### config.mk
export PLATFORM = sky130hd
export DESIGN_NAME = mcr_bank
export DESIGN_NICKNAME = d
export VERILOG_FILES = /design/src/shared/mcr_pkg.sv /design/src/rtl/mcr_bank.sv
export SDC_FILE = /design/constraint.sdc
export NUM_CORES = 1
export LEC_CHECK = 0
export ABC_AREA = 1
export BUFFER_PORTS_ARGS = -buffer_cell sky130_fd_sc_hd__buf_2
export CORE_UTILIZATION = 30
export CTS_CLUSTER_DIAMETER = 50
export DETAILED_ROUTE_END_ITERATION = 6
export SETUP_SLACK_MARGIN = 0.1
export SYNTH_ARGS = -nofsm -noshare
export SYNTH_HDL_FRONTEND = slang
export SYNTH_SLANG_ARGS = --single-unit
### constraint.sdc
create_clock -name clk_sys_i -period 3.3 [get_ports clk_sys_i]
set_input_delay 0.825 -clock clk_sys_i [delete_from_list [all_inputs] [get_ports clk_sys_i]]
set_output_delay 0.825 -clock clk_sys_i [all_outputs]
set_load 0.01 [all_outputs]
### src/shared/mcr_pkg.sv
// Package: register map, field positions and constants of the control bank
package mcr_pkg;

	// ----------------------------------------------------------------
	// Register offsets
	// ----------------------------------------------------------------
	localparam logic [15:0] OFS_DOUBLER_START = 16'hf091;
	localparam logic [15:0] OFS_CLK_DIV_CTRL  = 16'hf09e;
	localparam logic [15:0] OFS_LINK_XFER     = 16'hf0a1;
	localparam logic [15:0] OFS_LINK_STATUS   = 16'hf0a2;
	localparam logic [15:0] OFS_MODULATOR     = 16'hf0b3;
	localparam logic [15:0] OFS_ROUTE_LED     = 16'hf0b9;
	localparam logic [15:0] OFS_SWITCH        = 16'hf0ba;
	localparam logic [15:0] OFS_BAUD_PARITY   = 16'hf0c0;
	localparam logic [15:0] OFS_AUDIO_SWAP    = 16'hf0c1;
	localparam logic [15:0] OFS_PIN_CTRL      = 16'hf0c2;
	localparam logic [15:0] OFS_JUMPER        = 16'hf0c9;
	localparam logic [15:0] OFS_SYNTH_TEST    = 16'hf0d8;
	localparam logic [15:0] OFS_FRAME_LO      = 16'hf0f6;
	localparam logic [15:0] OFS_FRAME_HI      = 16'hf0f7;
	localparam logic [15:0] OFS_PAGE          = 16'hf0ff;

	// ----------------------------------------------------------------
	// Address windows
	// ----------------------------------------------------------------
	localparam logic [15:0] WIN_FRAME0  = 16'h8000;
	localparam logic [15:0] WIN_UNUSED  = 16'hb000;
	localparam logic [15:0] WIN_REGS    = 16'hf000;
	localparam logic [20:0] FRAME_BYTES = 21'h000c00;

	// ----------------------------------------------------------------
	// Field positions
	// ----------------------------------------------------------------
	localparam int BIT_STABLE     = 6;
	localparam int BIT_DOUBLER    = 7;
	localparam int BIT_QINV       = 3;
	localparam int BIT_SUBINV     = 4;
	localparam int BIT_EVEN_PAR   = 5;
	localparam int BIT_USE_INPUT  = 5;
	localparam int BIT_STABLE_OUT = 2;
	localparam int BIT_BYTE_SWAP  = 2;
	localparam int BIT_QUARTER    = 3;
	localparam int BIT_SAMPLE_CNT = 6;
	localparam int BIT_CLK_SRC    = 7;

	// ----------------------------------------------------------------
	// Reset values
	// ----------------------------------------------------------------
	localparam logic [7:0] RST_BYTE  = 8'h00;
	localparam logic [8:0] RST_FRAME = 9'h000;
	localparam logic [4:0] RST_PAGE  = 5'h00;

	// Audio routing
	typedef enum logic [1:0] {
		MCR_ROUTE_MUTE, MCR_ROUTE_RIGHT, MCR_ROUTE_LEFT, MCR_ROUTE_STEREO
	} mcr_route_t;

	// Microcontroller access
	typedef struct packed {
		logic        rd;
		logic        wr;
		logic [15:0] addr;
		logic [7:0]  wdata;
	} mcr_cpu_req_t;

	// Serial link status
	typedef struct packed {
		logic rx_valid;
		logic rx_overwrite;
		logic parity_fault;
		logic tx_empty;
		logic request_to_send_flag;
	} mcr_link_stat_t;

	// Buffer request
	typedef struct packed {
		logic        lin;
		logic [19:0] addr;
	} mcr_buf_req_t;

endpackage

### src/rtl/mcr_bank.sv
// Miscellaneous control and status register bank
// What this block does
// Low 32 kbyte CPU window addresses buffer linearly using the page register.
// Frame window 0 address is frame number times 3k plus 12 LSBs.
// Frame windows 1 and 2 use frame number plus one and plus two.
// Reads from the unused range return zero.
// Any write to doubler start engages the clock doubler.
// Doubler off after reset, stays on until a reset source.
// Baud bit 6 shows synth stable; bit 7 reads doubler engaged.
// Bypass bit powers down synthesizer and selects input clock.
// Channel field routes audio, bits 2-3 mute, bit 4 LED low.
// Switch register reports tray and active-low front panel requests.
// Jumper register returns the byte caught from buffer bus on the first cycle after each reset release.
// Pin direction bits reset low as inputs; high makes outputs.
// Direction reads back; data reads pin in input, latch in output.
// Link status flags rx valid, overwrite, parity error, tx empty.
// Clear-to-send drops on stop bit, rises when byte is read.
// Request-to-send interrupt raised when tx ready and unmasked.
// Baud select chooses 31.25, 62.5 or 187.5 kbaud.
// Bits 3,4,5 invert Q-channel, invert sub-code, select even parity.
// Six-bit divisor sets CPU serial clock from 16.945 MHz source.
// Bit 7 routes counter clock to CPU; bit 6 samples by counter.
// Byte swap bit low swaps audio bytes; high keeps data order.
// Quarter rate bit samples sub-code and C-flag at quarter rate.
// Linear address is 15 CPU bits plus 32768 times page.
// Frame counter loads on high byte write, held while access busy.
// Writes act on next edge; unimplemented bits read zero.
`timescale 1ns/100ps
module mcr_bank
	import mcr_pkg::*;
(
	// Clock and reset
	input  wire logic          clk_sys_i,
	input  wire logic          rst_n_i,
	// Microcontroller bus
	input  wire mcr_cpu_req_t  cpu_req_i,
	output logic [7:0]         cpu_rdata_o,
	// Buffer memory port
	output mcr_buf_req_t       buf_req_o,
	output logic               buf_valid_o,
	input  wire logic          buf_ready_i,
	input  wire logic          buf_busy_i,
	input  wire logic [7:0]    buf_rdata_i,
	input  wire logic [7:0]    buf_bus_i,
	// Clock control
	input  wire logic          synth_stable_i,
	output logic               doubler_on_o,
	output logic               synth_bypass_o,
	output logic               stable_test_out_o,
	output logic [1:0]         synth_test_o,
	// Audio and LED
	output mcr_route_t         route_o,
	output logic               right_silence_o,
	output logic               left_silence_o,
	output logic               led_n_o,
	output logic               led_oe_o,
	output logic               byte_swap_sel_o,
	output logic               quarter_rate_sample_o,
	output logic               test_mux_o,
	// Front panel
	input  wire logic [4:0]    switch_i,
	// General pins
	input  wire logic [3:0]    pin_i,
	output logic [3:0]         pin_o,
	output logic [3:0]         pin_oe_o,
	// Engine serial link
	input  wire mcr_link_stat_t link_stat_i,
	input  wire logic [7:0]    link_rx_byte_i,
	input  wire logic          link_stop_bit_i,
	output logic               clear_to_send_flag_o,
	output logic               link_rx_read_o,
	output logic               link_tx_wr_o,
	output logic [7:0]         link_tx_byte_o,
	output logic [1:0]         baud_rate_sel_o,
	output logic               qchannel_invert_o,
	output logic               subcode_invert_o,
	output logic               even_parity_sel_o,
	input  wire logic          tx_ready_flag_i,
	input  wire logic          rts_irq_mask_i,
	output logic               rts_irq_o,
	// CPU serial clock
	output logic [5:0]         clock_divisor_o,
	output logic               serial_clock_source_o,
	output logic               sample_from_counter_o
);

	// ----------------------------------------------------------------
	// Pin synchronisers
	// ----------------------------------------------------------------
	logic [9:0] s1, s2, s3, pins_q;
	always_ff @(posedge clk_sys_i) begin
		s1 <= {pin_i, switch_i, synth_stable_i};
		s2 <= s1;
		s3 <= s2;
		if (!rst_n_i)
			pins_q <= 10'h000;
		else if (s2 == s3)
			pins_q <= s3;
	end
	wire logic [3:0] pin_live   = pins_q[9:6];
	wire logic [4:0] switch_q   = pins_q[5:1];
	wire logic       stable_q   = pins_q[0];

	// ----------------------------------------------------------------
	// Decode
	// ----------------------------------------------------------------
	wire logic [15:0] a      = cpu_req_i.addr;
	wire logic        in_lin = a < WIN_FRAME0;
	wire logic        in_frm = (a >= WIN_FRAME0) && (a < WIN_UNUSED);
	wire logic        in_reg = a >= WIN_REGS;
	wire logic        wr     = cpu_req_i.wr;
	wire logic [7:0]  wd     = cpu_req_i.wdata;
	wire logic [1:0]  frm_sel = 2'(a[13:12] - 2'h0);

	// ----------------------------------------------------------------
	// Registers
	// ----------------------------------------------------------------
	logic       doubler;
	logic [7:0] baud, swap, pins, synth, divc, route;
	logic [8:0] frame, frame_stage;
	logic [7:0] frame_lo;
	logic       frame_pend;
	logic [4:0] page;
	logic [7:0] jumper;
	logic       jumper_done;
	logic       cts;

	// write strobes
	wire logic w_dbl   = wr && in_reg && a == OFS_DOUBLER_START;
	wire logic w_baud  = wr && in_reg && a == OFS_BAUD_PARITY;
	wire logic w_swap  = wr && in_reg && a == OFS_AUDIO_SWAP;
	wire logic w_pins  = wr && in_reg && a == OFS_PIN_CTRL;
	wire logic w_synth = wr && in_reg && a == OFS_SYNTH_TEST;
	wire logic w_div   = wr && in_reg && a == OFS_CLK_DIV_CTRL;
	wire logic w_route = wr && in_reg && a == OFS_ROUTE_LED;
	wire logic w_flo   = wr && in_reg && a == OFS_FRAME_LO;
	wire logic w_fhi   = wr && in_reg && a == OFS_FRAME_HI;
	wire logic w_page  = wr && in_reg && a == OFS_PAGE;
	wire logic w_tx    = wr && in_reg && a == OFS_LINK_XFER;
	wire logic r_rx    = cpu_req_i.rd && in_reg && a == OFS_LINK_XFER;

	// doubler start
	// held until reset
	always_ff @(posedge clk_sys_i) begin
		if (!rst_n_i)
			doubler <= 1'b0;
		else if (w_dbl || (w_baud && wd[BIT_DOUBLER] && stable_q))
			doubler <= 1'b1;
	end

	always_ff @(posedge clk_sys_i) begin
		if (!rst_n_i) begin
			baud  <= RST_BYTE;
			swap  <= RST_BYTE;
			pins  <= RST_BYTE;
			synth <= RST_BYTE;
			divc  <= RST_BYTE;
			route <= RST_BYTE;
			page  <= RST_PAGE;
		end else begin
			if (w_baud)
				baud <= wd & 8'h3b;
			if (w_swap)
				swap <= wd & 8'h8c;
			if (w_pins)
				pins <= wd;
			if (w_synth)
				synth <= wd & 8'h3c;
			if (w_div)
				divc <= wd;
			if (w_route)
				route <= wd & 8'h1f;
			if (w_page)
				page <= wd[4:0];
		end
	end

	// frame counter load
	always_ff @(posedge clk_sys_i) begin
		if (!rst_n_i) begin
			frame       <= RST_FRAME;
			frame_lo    <= RST_BYTE;
			frame_stage <= RST_FRAME;
			frame_pend  <= 1'b0;
		end else begin
			if (w_flo)
				frame_lo <= wd;
			if (w_fhi) begin
				frame_stage <= {wd[0], frame_lo};
				frame_pend  <= 1'b1;
			end else if (frame_pend && !buf_busy_i) begin
				frame      <= frame_stage;
				frame_pend <= 1'b0;
			end
		end
	end

	// jumper capture after reset release
	always_ff @(posedge clk_sys_i) begin
		if (!rst_n_i) begin
			jumper      <= RST_BYTE;
			jumper_done <= 1'b0;
		end else if (!jumper_done) begin
			jumper      <= buf_bus_i;
			jumper_done <= 1'b1;
		end
	end

	// clear-to-send
	always_ff @(posedge clk_sys_i) begin
		if (!rst_n_i)
			cts <= 1'b1;
		else if (link_stop_bit_i)
			cts <= 1'b0;
		else if (r_rx)
			cts <= 1'b1;
	end

	// ----------------------------------------------------------------
	// Buffer address generation
	// ----------------------------------------------------------------
	// frame offset per window
	wire logic [8:0]  frm_num  = 9'(frame + {7'h00, frm_sel});
	// frame times 3k plus 12 LSBs
	wire logic [19:0] frm_addr =
		20'(21'(frm_num) * FRAME_BYTES + {9'h000, a[11:0]});
	// linear window
	// page times 32768
	wire logic [19:0] lin_addr = {page, a[14:0]};
	wire logic        buf_acc  = (cpu_req_i.rd || wr) && (in_lin || in_frm);

	// ----------------------------------------------------------------
	// Two-entry buffer on the buffer-memory request path
	// ----------------------------------------------------------------
	mcr_buf_req_t q [2];
	logic [1:0]   cnt;
	logic         rp, wp;
	wire logic    push = buf_acc && cnt != 2'h2;
	wire logic    pop  = buf_valid_o && buf_ready_i;
	always_ff @(posedge clk_sys_i) begin
		if (!rst_n_i) begin
			cnt <= 2'h0;
			rp  <= 1'b0;
			wp  <= 1'b0;
		end else begin
			if (push) begin
				q[wp] <= '{lin: in_lin, addr: in_lin ? lin_addr : frm_addr};
				wp    <= ~wp;
			end
			if (pop)
				rp <= ~rp;
			cnt <= 2'(cnt + {1'b0, push} - {1'b0, pop});
		end
	end
	assign buf_valid_o = cnt != 2'h0;
	assign buf_req_o   = buf_valid_o ? q[rp] : '0;

	// ----------------------------------------------------------------
	// Read data
	// ----------------------------------------------------------------
	// pin data read
	wire logic [3:0] pin_dir = {pins[6], pins[4], pins[2], pins[0]};
	wire logic [3:0] pin_lat = {pins[7], pins[5], pins[3], pins[1]};
	wire logic [3:0] pin_rd  = (pin_dir & pin_lat) | (~pin_dir & pin_live);
	wire logic [7:0] pin_byte = {pin_rd[3], pin_dir[3], pin_rd[2],
		pin_dir[2], pin_rd[1], pin_dir[1], pin_rd[0], pin_dir[0]};
	// status byte
	wire logic [7:0] stat_byte = {2'h0,
		link_stat_i.request_to_send_flag, cts, link_stat_i.tx_empty,
		link_stat_i.parity_fault, link_stat_i.rx_overwrite,
		link_stat_i.rx_valid};
	// stable and doubler read
	wire logic [7:0] baud_byte = {doubler, stable_q, baud[5:0]};

	logic [7:0] reg_rd;
	always_comb begin
		case (a)
		OFS_CLK_DIV_CTRL: reg_rd = divc;
		OFS_LINK_XFER:    reg_rd = link_rx_byte_i;
		OFS_LINK_STATUS:  reg_rd = stat_byte;
		// switches
		OFS_SWITCH:       reg_rd = {3'h0, switch_q};
		OFS_BAUD_PARITY:  reg_rd = baud_byte;
		OFS_AUDIO_SWAP:   reg_rd = swap;
		OFS_PIN_CTRL:     reg_rd = pin_byte;
		OFS_JUMPER:       reg_rd = jumper;
		OFS_SYNTH_TEST:   reg_rd = synth;
		OFS_FRAME_LO:     reg_rd = frame[7:0];
		OFS_FRAME_HI:     reg_rd = {7'h00, frame[8]};
		OFS_PAGE:         reg_rd = {3'h0, page};
		// unmapped reads zero
		default:          reg_rd = 8'h00;
		endcase
	end

	// unused range drives zero
	always_ff @(posedge clk_sys_i) begin
		if (!rst_n_i)
			cpu_rdata_o <= 8'h00;
		else if (in_reg)
			cpu_rdata_o <= reg_rd;
		else if (in_lin || in_frm)
			cpu_rdata_o <= buf_rdata_i;
		else
			cpu_rdata_o <= 8'h00;
	end

	// ----------------------------------------------------------------
	// Outputs
	// ----------------------------------------------------------------
	assign doubler_on_o          = doubler;
	// synth bypass
	assign synth_bypass_o        = synth[BIT_USE_INPUT];
	assign stable_test_out_o     = synth[BIT_STABLE_OUT];
	assign synth_test_o          = synth[4:3];
	// audio route
	assign route_o               = mcr_route_t'(route[1:0]);
	assign right_silence_o       = route[2];
	assign left_silence_o        = route[3];
	assign led_n_o               = route[4];
	assign led_oe_o              = ~synth[BIT_STABLE_OUT];
	// byte swap
	assign byte_swap_sel_o       = swap[BIT_BYTE_SWAP];
	// quarter rate
	assign quarter_rate_sample_o = swap[BIT_QUARTER];
	assign test_mux_o            = swap[7];
	// pin direction
	assign pin_o                 = pin_lat;
	assign pin_oe_o              = pin_dir;
	assign clear_to_send_flag_o  = cts;
	assign link_rx_read_o        = r_rx;
	assign link_tx_wr_o          = w_tx;
	assign link_tx_byte_o        = wd;
	// baud select
	assign baud_rate_sel_o       = baud[1:0];
	// inversions and parity
	assign qchannel_invert_o     = baud[BIT_QINV];
	assign subcode_invert_o      = baud[BIT_SUBINV];
	assign even_parity_sel_o     = baud[BIT_EVEN_PAR];
	// request-to-send interrupt
	assign rts_irq_o = link_stat_i.request_to_send_flag && tx_ready_flag_i
		&& rts_irq_mask_i;
	// divisor
	assign clock_divisor_o       = divc[5:0];
	// clock source and sampling
	assign serial_clock_source_o = divc[BIT_CLK_SRC];
	assign sample_from_counter_o = divc[BIT_SAMPLE_CNT];
endmodule

==> summary.md, run 1 <==
| Metric | Value |
|---|---|
| # rows | `58` |
| Tot Pwr | `5.09 mW` |
| Worst min-delay path endpoint | `s2[7]$_DFF_P_` |
| Top cell family by delay on the critical path | `simple AND/OR/NAND/NOR gates` |
| Max Cap Viol | `0` |
| WL final | `20.6 mm` |
| Max Slew Vio Count | `0` |
| Share of cells above drive strength 1 | `0.218` |
| Initial core utilization | `0.305` |
| CP max FO | `3` |
| Peak VDD IR | `0.327 mV` |
| I/O pin cnt | `149` |
| Critical path launch point type | `input pin` |
| Post-synth EDFFs | `42` |
| Critical path startpoint | `cpu_req_i[21]` |
| Number of global-route vias before repair | `6080` |
| Iter 0 DRT Violations | `517` |
| Inserted Clock Buffers | `17` |
| Clock Latency Late Sink | `440 ps` |
| Max-slew headroom | `0.572` |
| Crit end category | `primary output` |
| Die Y-Extent | `162 um` |
| DIE AREA | `26200 sq um` |
| Fin crit period | `2950 ps` |
| Synth top area cells | `dfxtp_1, edfxtp_1, nand2_1, a21oi_1, nand3_1` |
| Drt first pass iters | `7` |
| Layout fillers | `2641` |
| Asr flop ratio synth | `0` |
| Hold Slack | `330 ps` |
| # clock sinks | `171` |
| Die X | `162 um` |
| Vias/cell | `4.61` |
| Hold path start | `s1[7]$_DFF_P_` |
| Ys flop type | `dfxtp_1` |
| Reg-to-reg critical path startpoint | `frame[0]$_SDFFE_PN0P_` |
| Root buffer cell | `clkbuf_16` |
| Fin crit share | `0.893` |
| Cell variety after synth | `37` |
| Final setup viols | `0` |
| # diodes | `0` |
| Slowest stage delay, CP | `190 ps` |
| Port Buffers | `148` |
| DRC errors left | `0` |
| Largest net degree at the start of global routing | `76` |
| Clock transition at path regs | `80 ps` |
| RR Endpoint | `q[0][18]$_DFFE_PP_` |
| Clock skew | `12.7 ps` |
| Nets | `1216` |
| Share of the synthesized area in the top cell type | `0.337` |
| Setup ws final | `353 ps` |
| Setup TNS | `0 ps` |
| H-tree Lvls | `4` |
| Status | `complete, no violations` |
| Post-DR wirelength/cell | `14.0 um` |
| Syn nets | `1055` |
| CP max stage cell | `nor2_1` |
| RSZ-0062 raised after global routing | `false` |
| Yosys reg bits | `171` |
| Area of the mapped netlist | `7660 sq um` |
| Sequence of cells on the critical path | `buf_2, buf_4, nand2_1, nor2_4, inv_2, nor2_8, inv_2, nor2_1, nand2_1, nor2_1, buf_2` |
| Syn avg cell area | `7.93 sq um` |
| Total track usage | `0.159` |
| Min-Delay Path Class | `reg2reg` |
| CTS tree | `yes` |
| GRT overflow | `0` |
| Worst Reg-to-Reg Cells | `17` |
| P per Cell Area | `532 nW/um^2` |
| Top cells by count, synth | `nand2_1, dfxtp_1, inv_1, a21oi_1, nor2_1` |
| Post-route ant nets | `0` |
| Layout area overhead | `25.0%` |
| Yosys warns | `0` |
| FF-to-FF setup slack | `460 ps` |
| Core region area | `25100 sq um` |
| Sequential area share after synthesis | `0.502` |
| Total number of vias | `6772` |
| Hold depth | `0` |
| Final Instance Count excl. Fillers | `1470` |
| Global-route wire length before repair | `32.1 mm` |
| Crit Path Class | `in2out` |
| Worst-Margin Slew | `642 ps` |
| Initial antenna violation count | `0` |
| Dpl cells | `1437` |
| Synth area leader | `dfxtp_1` |
| Fmax | `0.339 GHz` |
| Syn Inst Count | `966` |
| WP data required | `2470 ps` |
| Hold Vio Cnt, Final | `0` |
| Top-count cell post-synth | `nand2_1` |
| Crit path DAT | `2120 ps` |
| CP Buf/Inv Count | `5` |
| GPL Wtd Cong | `0.851` |
| Post-place setup slack | `-176 ps` |
| Hpwl dp | `15.5 mm` |
| CTS Buffer Depth | `2` |
| Pleak | `4.32 nW` |
registers in the layout, indices dropped and copies added (netlist names), 2 cells and up, named ones only:
name	flops
synth	4
frame_lo	8
frame	9
divc	8
s1	10
route	5
frame_stage	9
pins_q	10
baud	5
q	42
jumper	8
page	5
cpu_rdata_o	8
s3	10
swap	3
pins	8
cnt	2
s2	10
metrics by stage:
stage	utilization	instance area [sq um]
floorplan	-	7680
global placement	0.353	8870
detailed placement	0.353	8870
CTS	0.379	9510
global route	0.382	9580
finish	0.382	9580
power by group:
part	switching [mW]	leakage (nW)	total, mW	internal [mW]
Sequential	0.0384	1.45	2.29	2.25
Clock	1.03	0.306	2.08	1.05
Combinational	0.466	2.57	0.729	0.263
routing by layer:
layer	GRT usage	share of wire
met1	0.208	0.47
met2	0.252	0.46
met3	0.0411	0.063
met4	0.0536	0.014
met5	0	0
kinds of logic (layout without fill, tap and decap cells):
logic type	Yosys count	after routing	share of synthesized area
buffers and inverters	153	327	0.0842
adders and majority gates	17	17	0.0307
AOI/OAI and AO/OA	202	202	0.135
xor gates and xnor gates	15	15	0.0171
and+or+nand+nor	408	408	0.232
DFF	171	171	0.502
placed cells by master, fill, tap and decap left out, drive strengths merged:
cell / n
nor2: 96
xor2: 9
or2: 2
ha: 14
nand3b: 2
o21ai: 94
a211oi: 5
inv: 116
nand4: 11
clkbuf: 17
buf: 182
o21bai: 2
xnor2: 6
a21oi: 99
o221ai: 1
nand2: 198
dfxtp: 129
nand3: 93
nor3: 3
a31oi: 1
and3: 2
clkinv: 12
edfxtp: 42
nor4: 1
fa: 3
final cells by class:
cell class,instances,area [sq um],share of cell area
tap,330,413,0.0431
clock inverter,15,214,0.0223
sequential,171,3840,0.401
clock buffer,17,425,0.0444
timing repair buffer,182,1010,0.105
multi-input combinational,642,3250,0.339
inverter,113,424,0.0443
worst max path at each step:
stage                         endpoint  slack (ps)  cells past startpoint
global route        q[0][18]$_DFFE_PP_         110                     18
detailed placement  q[0][19]$_DFFE_PP_        -180                     16
floorplan           q[0][19]$_DFFE_PP_         100                     13
global placement    q[0][19]$_DFFE_PP_        -100                     14
finish                  link_rx_read_o         350                     11
CTS                 q[1][19]$_DFFE_PP_         280                     16
what timing repair did:
action	CTS	global route
endpoints found under the hold margin	0	0
buffers inserted	0	1
hold buffers	0	0
gates resized for setup	0	8
setup endpoints to repair	0	6
No activity file was read; power rests on OpenSTA's default activity.
==> run 2: changes to the inputs <==
- CORE_MARGIN: unset -> 8
- clock period: 3.3 -> 2.81 ns (I/O delays scaled with it)
==> run 2 against run 1 <==
Net effect:
- non-clock buffer count rose by 3
- count of clock-buffer cells in the layout unchanged
- core utilization up 1.2 points
- cell count rose by 0.20%
- sequential cell count is the same
- routed wire length increased by 8.3%
- clock skew shrank 2.4 ps
- largest cell class unchanged
- highest routed layer is now met5
==> summary.md, run 2 (synthesis results as in run 1) <==
| Metric | Value |
|---|---|
| Tot Pwr | `6.02 mW (was 5.09 mW)` |
| # rows | `58 (unchanged)` |
| Post-place setup slack | `-473 ps (was -176 ps)` |
| Setup ws final | `88.5 ps (was 353 ps)` |
| Largest Register | `q (unchanged)` |
| Slowest stage delay, CP | `580 ps (was 190 ps)` |
| Hold Vio Cnt, Final | `0 (unchanged)` |
| Hpwl dp | `16.8 mm (was 15.5 mm)` |
| FF-to-FF setup slack | `120 ps (was 460 ps)` |
| Drt first pass iters | `7 (unchanged)` |
| Hold Slack | `329 ps (was 330 ps)` |
| CP max FO | `3 (unchanged)` |
| WL final | `22.3 mm (was 20.6 mm)` |
| Status | `complete, no violations (unchanged)` |
| Share of cells above drive strength 1 | `0.261 (was 0.218)` |
| Worst-Margin Slew | `664 ps (was 642 ps)` |
| Top cell family by delay on the critical path | `adder cells (was simple AND/OR/NAND/NOR gates)` |
| Critical path launch point type | `input pin (unchanged)` |
| Max Slew Vio Count | `0 (unchanged)` |
| Clock skew | `10.3 ps (was 12.7 ps)` |
| GRT overflow | `0 (unchanged)` |
| Post-route ant nets | `0 (unchanged)` |
| Crit Path Class | `in2reg (was in2out)` |
| Sequential share of power | `0.447 (was 0.449)` |
| H-tree Lvls | `4 (unchanged)` |
| Commonest non-fill, non-tap cell in the layout | `nand2_1 (unchanged)` |
| Port Buffers | `148 (unchanged)` |
| Initial antenna violation count | `1 (was 0)` |
| Inserted Clock Buffers | `17 (unchanged)` |
| Number of global-route vias before repair | `6414 (was 6080)` |
| CP max stage cell | `fa_2 (was nor2_1)` |
| Initial core utilization | `0.305 (unchanged)` |
| Most frequent cells in the layout | `nand2_1, buf_2, dfxtp_1 (unchanged)` |
| Layout fillers | `2619 (was 2641)` |
| Placed cell areas | `8950 sq um (was 8870 sq um)` |
| Switching power | `1.81 mW (was 1.53 mW)` |
| CP Buf/Inv Count | `1 (was 5)` |
| Vias/cell | `4.62 (was 4.61)` |
| RSZ-0062 raised after global routing | `true (was false)` |
| Root buffer cell | `clkbuf_16 (unchanged)` |
| Largest net degree at the start of global routing | `76 (unchanged)` |
| # clock sinks | `171 (unchanged)` |
| CTS tree | `yes (unchanged)` |
| Crit path DAT | `2890 ps (was 2120 ps)` |
| Pleak | `4.36 nW (was 4.32 nW)` |
| Clock Power Share | `0.406 (was 0.408)` |
| CTS Buffer Depth | `2 (unchanged)` |
| Pint | `4.20 mW (was 3.56 mW)` |
| Fmax | `0.367 GHz` |
| Total number of vias | `6800 (was 6772)` |
| Sequence of cells on the critical path | `buf_8, ha_4, fa_2, ha_4, fa_2, nand2_2, nor2_4, nand2_2, nor2_4, xor2_1, o21ai_1 (was buf_2, buf_4, nand2_1, nor2_4, inv_2, nor2_8, inv_2, nor2_1, nand2_1, nor2_1, buf_2)` |
| Combinational share of power | `0.147 (was 0.143)` |
| Sw frac | `0.301 (was 0.300)` |
| Max reg flops | `42 (unchanged)` |
| Core region area | `25100 sq um (unchanged)` |
| Fin crit share | `0.969` |
| Layout area overhead | `29.1% (was 25.0%)` |
| DIE AREA | `30900 sq um (was 26200 sq um)` |
| Hold_buf cts | `0 (unchanged)` |
| P per Cell Area | `609 nW/um^2 (was 532 nW/um^2)` |
| Clock Latency Late Sink | `430 ps (was 440 ps)` |
| WP data required | `2980 ps (was 2470 ps)` |
| Post-route cell area | `9890 sq um (was 9580 sq um)` |
| Max-slew headroom | `0.557 (was 0.572)` |
| Crit end category | `flop (was primary output)` |
| Min-Delay Path Class | `reg2reg (unchanged)` |
| Fin crit period | `2720 ps` |
| Post-DR wirelength/cell | `15.1 um (was 14.0 um)` |
| Nets | `1219 (was 1216)` |
| DRC errors left | `0 (unchanged)` |
| Final setup viols | `0 (unchanged)` |
| Clock transition at path regs | `70 ps (was 80 ps)` |
| Max Cap Viol | `0 (unchanged)` |
| Die Y-Extent | `176 um (was 162 um)` |
| Iter 0 DRT Violations | `468 (was 517)` |
| GPL Wtd Cong | `0.839 (was 0.851)` |
| Global-route wire length before repair | `34.6 mm (was 32.1 mm)` |
| I/O pin cnt | `149 (unchanged)` |
| # diodes | `0 (unchanged)` |
| Die X | `176 um (was 162 um)` |
| Total track usage | `0.140 (was 0.159)` |
| Peak VDD IR | `0.356 mV (was 0.327 mV)` |
==> run 2: area by class of cell <==
class | instances | area [sq um] | area share
clock inverter | 15 | 211 | 0.0214
timing repair buffer | 185 | 1080 | 0.109
tap | 330 | 413 | 0.0417
clock buffer | 17 | 425 | 0.0430
multi-input combinational | 642 | 3490 | 0.353
sequential | 171 | 3850 | 0.389
inverter | 113 | 424 | 0.0429
==> run 2: per-layer routing <==
metal,global-route usage,part of all wire,vias to the layer above
li1,-,-,3507
met1,0.182,0.45,3084
met2,0.226,0.47,183
met3,0.0384,0.068,24
met4,0.0389,0.014,2
met5,0,0.00040,-
==> run 2: repair_timing <==
item / CTS / global route
setup buffers: 0 / 3
setup endpoints to repair: 8 / 9
pin swaps: 11 / 21
resized for setup: 15 / 47
==> run 2: metrics by stage <==
stage	TNS, ps	util	cells
final	0	0.394	1473
after detailed placement	-5630	0.357	1438
after floorplan	-1030	-	966
after global routing	-161	0.394	1473
after CTS	0	0.384	1470
after global placement	-4680	0.357	1438
==> run 2: worst register-to-register path, cell delays in order, from the launching register on <==
cell and delay [ps]:
dfxtp_2 340, ha_4 170, fa_2 500, ha_4 190
fa_2 580, nand2_2 90, nor2_4 100, nand2_2 80
nor2_4 130, xor2_1 160, o21ai_1 90
==> run 2: worst paths after layout <==
path	from	end	depth (start not counted)
setup / recovery	cpu_req_i[20]	q[1][16]$_DFFE_PP_	11
hold / removal	s1[7]$_DFF_P_	s2[7]$_DFF_P_	0
setup reg to reg	frame[0]$_SDFFE_PN0P_	q[1][16]$_DFFE_PP_	10
hold reg to reg	s1[7]$_DFF_P_	s2[7]$_DFF_P_	0
==> run 2: power by group through the flow <==
stage,sequential [mW],clock [mW],combinational (mW)
after global placement,2.74,0,0.881
after global routing,2.70,2.61,0.992
after CTS,2.69,2.50,0.898
after detailed placement,2.75,0,0.890
final,2.69,2.45,0.884
after floorplan,2.74,0,0.503
